`src/include/rcclc_params.svh`:
```
`ifndef RCCLC_PARAMS_SVH
`define RCCLC_PARAMS_SVH

// register placement
`define RCC_REG_ADDR 32'h4000_0000

// field positions
`define RCC_PIN_BIT 0
`define RCC_CORE_BIT 1
`define RCC_HANG_BIT 2
`define RCC_DBG_BIT 3
`define RCC_ALLOWED_BIT 7
`define RCC_HKEY_LSB 0
`define RCC_HKEY_MSB 7
`define RCC_DKEY_LSB 16
`define RCC_DKEY_MSB 23

// keys
`define RCC_HANG_KEY 8'hc9
`define RCC_DBG_KEY 8'h3a

// reset values
`define RCC_CAUSE_RST 4'h1
`define RCC_ALLOWED_RST 1'b0

// timing: reset pulse length, least time, rounded up
`define RCC_CLK_MHZ 100
`define RCC_PULSE_NS 100
`define RCC_PULSE_CYC ((`RCC_PULSE_NS * `RCC_CLK_MHZ + 999) / 1000)

`endif

```
`src/include/rcclc_pkg.sv`:
```
package rcclc_pkg;

  // processor bus request
  typedef struct packed {
    logic rd;
    logic wr;
    logic [31:0] addr;
    logic [31:0] wdata;
  } rcclc_bus_req_t;

  // recorded reset causes
  typedef struct packed {
    logic dbg;
    logic hang;
    logic core;
    logic pin;
  } rcclc_causes_t;

  // system reset pulse generator
  typedef enum logic [0:0] {
    RCC_IDLE = 1'b0,
    RCC_PULSE = 1'b1
  } rcclc_state_t;

endpackage

```
`src/rtl/rcclc_top.sv`:
```
`timescale 1ns/1ps
`include "rcclc_params.svh"
module rcclc_top
  import rcclc_pkg::*;
(
  // clock and power-on reset
  input wire logic core_clk_i,
  input wire logic rst_n_i,
  // processor bus
  input wire rcclc_bus_req_t bus_req_i,
  output logic [31:0] bus_rdata_o,
  output logic bus_ack_o,
  // debug port write
  input wire logic dbg_wr_i,
  input wire logic [31:0] dbg_wdata_i,
  // reset sources
  input wire logic pin_reset_i,
  input wire logic core_reset_req_i,
  input wire logic hang_i,
  // system reset out and state
  output logic sys_reset_o,
  output rcclc_causes_t causes_o,
  output logic hang_reset_allowed_o
);

  localparam logic [3:0] PULSE_CYC = 4'(`RCC_PULSE_CYC);

  rcclc_causes_t cause_reg, cause_next;
  logic allowed_reg, allowed_next;
  logic [31:0] rdata_reg, rdata_next;
  logic ack_reg, ack_next;
  rcclc_state_t state_reg, state_next;
  logic [3:0] cnt_reg, cnt_next;
  logic sysrst_reg, sysrst_next;

  logic hit;
  logic rd_hit;
  logic wr_hit;
  logic dbg_key_hit;
  logic hang_trig;
  logic any_src;
  logic trigger;
  logic [31:0] read_word;

  assign hit = (bus_req_i.addr == `RCC_REG_ADDR);
  assign rd_hit = hit && bus_req_i.rd;
  assign wr_hit = hit && bus_req_i.wr;
  assign dbg_key_hit = dbg_wr_i &&
    (dbg_wdata_i[`RCC_DKEY_MSB:`RCC_DKEY_LSB] == `RCC_DBG_KEY);
  assign hang_trig = hang_i && allowed_reg;
  assign any_src = pin_reset_i || core_reset_req_i || hang_trig || dbg_key_hit;
  assign trigger = core_reset_req_i || hang_trig || dbg_key_hit;

  // register read image; key fields are write-only
  always_comb begin
    read_word = 32'h0000_0000;
    read_word[`RCC_PIN_BIT] = cause_reg.pin;
    read_word[`RCC_CORE_BIT] = cause_reg.core;
    read_word[`RCC_HANG_BIT] = cause_reg.hang;
    read_word[`RCC_DBG_BIT] = cause_reg.dbg;
    read_word[`RCC_ALLOWED_BIT] = allowed_reg;
  end

  // cause flags and lockup allowance
  always_comb begin
    cause_next = cause_reg;
    allowed_next = allowed_reg;
    if (rd_hit) begin
      cause_next = '0;
    end
    // set after clear so a fresh cause wins
    if (pin_reset_i) begin
      cause_next.pin = 1'b1;
    end
    if (core_reset_req_i) begin
      cause_next.core = 1'b1;
    end
    if (hang_trig) begin
      cause_next.hang = 1'b1;
    end
    if (dbg_key_hit) begin
      cause_next.dbg = 1'b1;
    end
    if (wr_hit) begin
      // bits 23:16 of a core write are not looked at
      allowed_next = (bus_req_i.wdata[`RCC_HKEY_MSB:`RCC_HKEY_LSB] ==
        `RCC_HANG_KEY);
    end
    if (any_src) begin
      allowed_next = 1'b0;
    end
  end

  // of the resets only rst_n_i loads these; system resets leave them
  always_ff @(posedge core_clk_i) begin
    if (!rst_n_i) begin
      cause_reg <= `RCC_CAUSE_RST;
      allowed_reg <= `RCC_ALLOWED_RST;
    end else begin
      cause_reg <= cause_next;
      allowed_reg <= allowed_next;
    end
  end

  // bus answer, one cycle after the access
  always_comb begin
    ack_next = hit && (bus_req_i.rd || bus_req_i.wr);
    rdata_next = rd_hit ? read_word : 32'h0000_0000;
  end

  always_ff @(posedge core_clk_i) begin
    if (!rst_n_i) begin
      ack_reg <= 1'b0;
      rdata_reg <= 32'h0000_0000;
    end else begin
      ack_reg <= ack_next;
      rdata_reg <= rdata_next;
    end
  end

  // system reset pulse; triggers during a pulse do not extend it
  always_comb begin
    state_next = state_reg;
    cnt_next = cnt_reg;
    sysrst_next = 1'b0;
    case (state_reg)
      RCC_IDLE: begin
        if (trigger) begin
          state_next = RCC_PULSE;
          cnt_next = PULSE_CYC - 4'h1;
          sysrst_next = 1'b1;
        end
      end
      RCC_PULSE: begin
        if (cnt_reg == 4'h0) begin
          state_next = RCC_IDLE;
        end else begin
          cnt_next = cnt_reg - 4'h1;
          sysrst_next = 1'b1;
        end
      end
      default: begin
        state_next = RCC_IDLE;
        cnt_next = 4'h0;
      end
    endcase
  end

  always_ff @(posedge core_clk_i) begin
    if (!rst_n_i) begin
      state_reg <= RCC_IDLE;
      cnt_reg <= 4'h0;
      sysrst_reg <= 1'b0;
    end else begin
      state_reg <= state_next;
      cnt_reg <= cnt_next;
      sysrst_reg <= sysrst_next;
    end
  end

  assign bus_rdata_o = rdata_reg;
  assign bus_ack_o = ack_reg;
  assign sys_reset_o = sysrst_reg;
  assign causes_o = cause_reg;
  assign hang_reset_allowed_o = allowed_reg;

  // checks
  logic past_valid_reg;
  always_ff @(posedge core_clk_i) begin
    if (!rst_n_i) begin
      past_valid_reg <= 1'b0;
    end else begin
      past_valid_reg <= 1'b1;
    end
  end

  property p_pin_flag;
    @(posedge core_clk_i) disable iff (!rst_n_i)
    pin_reset_i |=> causes_o.pin;
  endproperty
  a_pin_flag: assert property (p_pin_flag) else $error("pin reset not recorded");

  property p_pin_after_por;
    @(posedge core_clk_i)
    $rose(rst_n_i) |-> causes_o.pin && !hang_reset_allowed_o;
  endproperty
  a_pin_after_por: assert property (p_pin_after_por) else $error("bad reset value");

  property p_core_flag;
    @(posedge core_clk_i) disable iff (!rst_n_i)
    core_reset_req_i |=> causes_o.core && (sys_reset_o || $past(state_reg) == RCC_PULSE);
  endproperty
  a_core_flag: assert property (p_core_flag) else $error("core request not recorded");

  property p_hang_flag;
    @(posedge core_clk_i) disable iff (!rst_n_i)
    past_valid_reg && $rose(causes_o.hang) |-> $past(hang_i) && $past(hang_reset_allowed_o);
  endproperty
  a_hang_flag: assert property (p_hang_flag) else $error("lockup flag without cause");

  property p_dbg_flag;
    @(posedge core_clk_i) disable iff (!rst_n_i)
    dbg_wr_i && dbg_wdata_i[23:16] == 8'h3a |=> causes_o.dbg;
  endproperty
  a_dbg_flag: assert property (p_dbg_flag) else $error("debug reset not recorded");

  property p_read_clear;
    @(posedge core_clk_i) disable iff (!rst_n_i)
    rd_hit && !any_src |=> causes_o == 4'h0 ##0 bus_ack_o;
  endproperty
  a_read_clear: assert property (p_read_clear) else $error("read did not clear");

  property p_read_image;
    @(posedge core_clk_i) disable iff (!rst_n_i)
    rd_hit |=> bus_rdata_o[7] == $past(hang_reset_allowed_o)
      && bus_rdata_o[3:0] == $past(causes_o);
  endproperty
  a_read_image: assert property (p_read_image) else $error("read image wrong");

  property p_key_write;
    @(posedge core_clk_i) disable iff (!rst_n_i)
    wr_hit && !any_src |=> hang_reset_allowed_o == ($past(bus_req_i.wdata[7:0]) == 8'hc9);
  endproperty
  a_key_write: assert property (p_key_write) else $error("lockup key handling wrong");

  property p_src_clears;
    @(posedge core_clk_i) disable iff (!rst_n_i)
    any_src |=> !hang_reset_allowed_o;
  endproperty
  a_src_clears: assert property (p_src_clears) else $error("allowance not cleared");

  // length of the current system reset pulse, for the check below
  logic [3:0] pulse_len_reg, pulse_len_next;
  always_comb begin
    pulse_len_next = 4'h0;
    if (sys_reset_o) begin
      pulse_len_next = pulse_len_reg + 4'h1;
    end
  end

  always_ff @(posedge core_clk_i) begin
    if (!rst_n_i) begin
      pulse_len_reg <= 4'h0;
    end else begin
      pulse_len_reg <= pulse_len_next;
    end
  end

  property p_pulse_len;
    @(posedge core_clk_i) disable iff (!rst_n_i)
    pulse_len_reg <= PULSE_CYC &&
      (sys_reset_o || pulse_len_reg == 4'h0 || pulse_len_reg == PULSE_CYC);
  endproperty
  a_pulse_len: assert property (p_pulse_len) else $error("reset pulse length wrong");

  property p_core_no_key;
    @(posedge core_clk_i) disable iff (!rst_n_i)
    state_reg == RCC_IDLE && wr_hit && !trigger |=> !sys_reset_o && !$rose(causes_o.dbg);
  endproperty
  a_core_no_key: assert property (p_core_no_key)
    else $error("core write triggered reset");

  property p_zero_bits;
    @(posedge core_clk_i) disable iff (!rst_n_i)
    bus_rdata_o[31:24] == 8'h00 && bus_rdata_o[15:8] == 8'h00 && bus_rdata_o[6:4] == 3'h0;
  endproperty
  a_zero_bits: assert property (p_zero_bits) else $error("unused bits not zero");

  property p_set_wins;
    @(posedge core_clk_i) disable iff (!rst_n_i)
    rd_hit && core_reset_req_i |=> causes_o.core;
  endproperty
  a_set_wins: assert property (p_set_wins) else $error("cause lost to read");

  property p_hang_ignored;
    @(posedge core_clk_i) disable iff (!rst_n_i)
    hang_i && !hang_reset_allowed_o |=> !$rose(causes_o.hang);
  endproperty
  a_hang_ignored: assert property (p_hang_ignored) else $error("lockup not barred");

  property p_ack_resp;
    @(posedge core_clk_i) disable iff (!rst_n_i)
    hit && (bus_req_i.rd || bus_req_i.wr) |=> bus_ack_o;
  endproperty
  a_ack_resp: assert property (p_ack_resp) else $error("access not acknowledged");

  property p_idle_bus;
    @(posedge core_clk_i) disable iff (!rst_n_i)
    !(hit && (bus_req_i.rd || bus_req_i.wr)) |=> !bus_ack_o && bus_rdata_o == 32'h0000_0000;
  endproperty
  a_idle_bus: assert property (p_idle_bus) else $error("stray bus answer");

  c_dbg_reset: cover property (@(posedge core_clk_i) disable iff (!rst_n_i)
    dbg_key_hit ##1 sys_reset_o);
  c_hang_reset: cover property (@(posedge core_clk_i) disable iff (!rst_n_i)
    hang_trig ##1 causes_o.hang);
  c_key_arm: cover property (@(posedge core_clk_i) disable iff (!rst_n_i)
    $rose(hang_reset_allowed_o));
  c_clear_race: cover property (@(posedge core_clk_i) disable iff (!rst_n_i)
    rd_hit && pin_reset_i);

endmodule

```
`config.mk`:
```
export PLATFORM = sky130hd
export DESIGN_NAME = rcclc_top
export DESIGN_NICKNAME = d
export VERILOG_FILES = /design/src/include/rcclc_pkg.sv /design/src/rtl/rcclc_top.sv
export VERILOG_INCLUDE_DIRS = /design/src /design/src/include
export SDC_FILE = /design/constraint.sdc
export NUM_CORES = 1
export LEC_CHECK = 0
export BUFFER_PORTS_ARGS = -buffer_cell sky130_fd_sc_hd__clkbuf_2
export CELL_PAD_IN_SITES_DETAIL_PLACEMENT = 0
export CELL_PAD_IN_SITES_GLOBAL_PLACEMENT = 2
export CORE_ASPECT_RATIO = 0.9
export CORE_MARGIN = 10
export CORE_UTILIZATION = 12
export CTS_CLUSTER_SIZE = 20
export DETAILED_ROUTE_END_ITERATION = 10
export PLACE_DENSITY = 0.76
export SLEW_MARGIN = 20
export SYNTH_ARGS = -nofsm -noshare
export SYNTH_HDL_FRONTEND = slang
export SYNTH_SLANG_ARGS = --single-unit
```
`constraint.sdc`:
```
create_clock -name core_clk_i -period 1.5 [get_ports core_clk_i]
set_input_delay 0.15 -clock core_clk_i [delete_from_list [all_inputs] [get_ports core_clk_i]]
set_output_delay 0.15 -clock core_clk_i [all_outputs]
set_load 0.01 [all_outputs]
```
==> metrics <==
# rows 30; worst r2r path cells 5; internal power 0.760 mW; post-CTS sizing 0; initial antenna violation count 0; Setup CP Type reg2reg; fin crit share 89.7%; R2R Setup Slk 150 ps; kind of end point of the critical path flop; sequential power share 44.5%; worst vdd rail ir drop 0.233 mV; vias per inst 3.46; Mapped Area 940 um2; CTS Root Cell clkbuf_8; Critical R2R Capture cnt_reg[0]$_SDFFE_PN0P_; CTS tree done; I/O pin count 143; Top FF cell, synth dfxtp_1; status completed; Layout Area Growth over Synthesis 46.3%; Final Util 18.1%; Worst Path Max Fanout 5; number of global-route vias before repair 1105; Setup crit end cnt_reg[0]$_SDFFE_PN0P_; port bufs 67; most frequent cells in the layout clkbuf_2 (67), conb_1 (27), dfxtp_1 (16); Mapped Cells 112; Pins Over Slew Limit 0; P per Cell Area 739 nW/um2; top cells by area, synth dfxtp_1 (34%), buf_4 (22%), nor4_1 (5.3%); layout cells sized above 1 42.7%; ANT cells 0; Initial Util 12.4%; clock power share 37.5%; final setup margin 155 ps; min-delay worst type in2reg; Min Hold Slack 117 ps; Post-synth ARST share 0%; Die Area 11800 um2; H-tree Lvls 1; final hold vios 0; Starting DRT DRC Count 12; Max Cap Viol 0; Yosys warning total 0; routability cong. 0.721; drt first pass iters 2; area fraction of the dominant cell type after synthesis 34.1%; worst r2r src cnt_reg[0]$_SDFFE_PN0P_; combinational fraction of design power 18.0%; Fmax 743 MHz; final setup vio count 0; EDFF count, synth 0; clock slew at reported path FFs 60 ps; sum of negative setup slack 0 ps; Avg WL per Cell 11.4 um; Power Total 1.02 mW; Clock Latency Late Sink 250 ps; vias 971; gr ovfl total 0; crit path time final 1350 ps; Yosys cell types 32; Num Clock Sinks 16; core area 7580 um2; TritonCTS buffer count 3; register area share after synthesis 34.1%; nets@finish 291; HPWL after DPL 2930 um; Critical Path Start cnt_reg[0]$_SDFFE_PN0P_; die height 104 um; global-route wire length before repair 4960 um; critical path data arrival time 1490 ps; RSZ-0062 raised after global routing false; Die X 113 um; Setup Buffers After CTS 0; hold_buf cts 0; switching portion of total power 25.3%; flops & latches, synth 16; Max Root-Sink Buffers 2; max reg flops 5; P_leak 0.694 nW; crit start category flop; clock skew 2.88 ps; switching pwr 0.257 mW; average size of a mapped cell 8.39 um2; largest net degree at the start of global routing 20; GRT Util Overall 5.09%; DRC 0; CP required 1640 ps; Synth area leader dfxtp_1; Routed WL 3210 um; Antenna Violating Nets Remaining 0; dpl ws 79.6 ps; commonest non-fill, non-tap cell in the layout clkbuf_2
==> worst min-delay path by stage <==
stage | endpoint | startpoint | depth (start not counted)
finish | causes_o[1]$_SDFFE_PN0P_ | core_reset_req_i | 3
global route | causes_o[1]$_SDFFE_PN0P_ | core_reset_req_i | 3
CTS | causes_o[1]$_SDFFE_PN0P_ | core_reset_req_i | 3
detailed placement | causes_o[1]$_SDFFE_PN0P_ | core_reset_req_i | 3
global placement | causes_o[0]$_SDFFE_PP1P_ | pin_reset_i | 3
floorplan | causes_o[1]$_SDFFE_PN0P_ | core_reset_req_i | 2
==> area by class of cell <==
| cell class | count | area (um2) |
|---|---|---|
| Sequential cell | 16 | 320 |
| Clock buffer | 4 | 55.1 |
| Tap cell | 96 | 120 |
| Timing Repair Buffer | 72 | 373 |
| Multi-Input combinational cell | 87 | 484 |
| Fill cell | 885 | 6210 |
| Inverter | 6 | 22.5 |
==> synthesized netlist by cell type, drive strengths merged (4+ instances only) <==
library cell / instances
buf: 27
and3: 5
dfxtp: 16
nor4: 8
nand4: 4
o21ai: 6
nor2: 4
inv: 6
nand2: 7
==> worst max-delay path, stage by stage (launching register included) <==
cell and delay, ps:
dfxtp_1 380, inv_1 60, ha_1 230, a21oi_1 310, a21boi_0 150, o31a_1 120
==> through the flow <==
stage	instance area, um2	cells
floorplan	1040	138
global placement	1320	277
detailed placement	1320	277
CTS	1380	281
global route	1380	281
finish	1380	281
==> layer usage <==
metal	global-route usage [%]	vias up	part of all wire, %
li1	-	487	-
met1	4.83	436	39
met2	9.86	41	54
met3	0.923	7	4.7
met4	2.81	0	2.5
met5	0	-	0
==> power by group through the flow <==
stage | clock network (mW) | logic, mW | registers (mW)
CTS | 0.399 | 0.183 | 0.452
detailed placement | 0 | 0.183 | 0.462
finish | 0.381 | 0.183 | 0.452
global route | 0.421 | 0.208 | 0.454
global placement | 0 | 0.180 | 0.461
floorplan | 0 | 0.143 | 0.461
==> kinds of logic after synthesis <==
| family | synth area share, % |
|---|---|
| DFF | 34.1 |
| other | 0.399 |
| buffers and inverters | 24.8 |
| AOI/OAI and AO/OA | 11.3 |
| muxes | 1.20 |
| and+or+nand+nor | 26.9 |
| adders and majority gates | 1.33 |
Note: power is estimated with default switching activity, not from simulation.
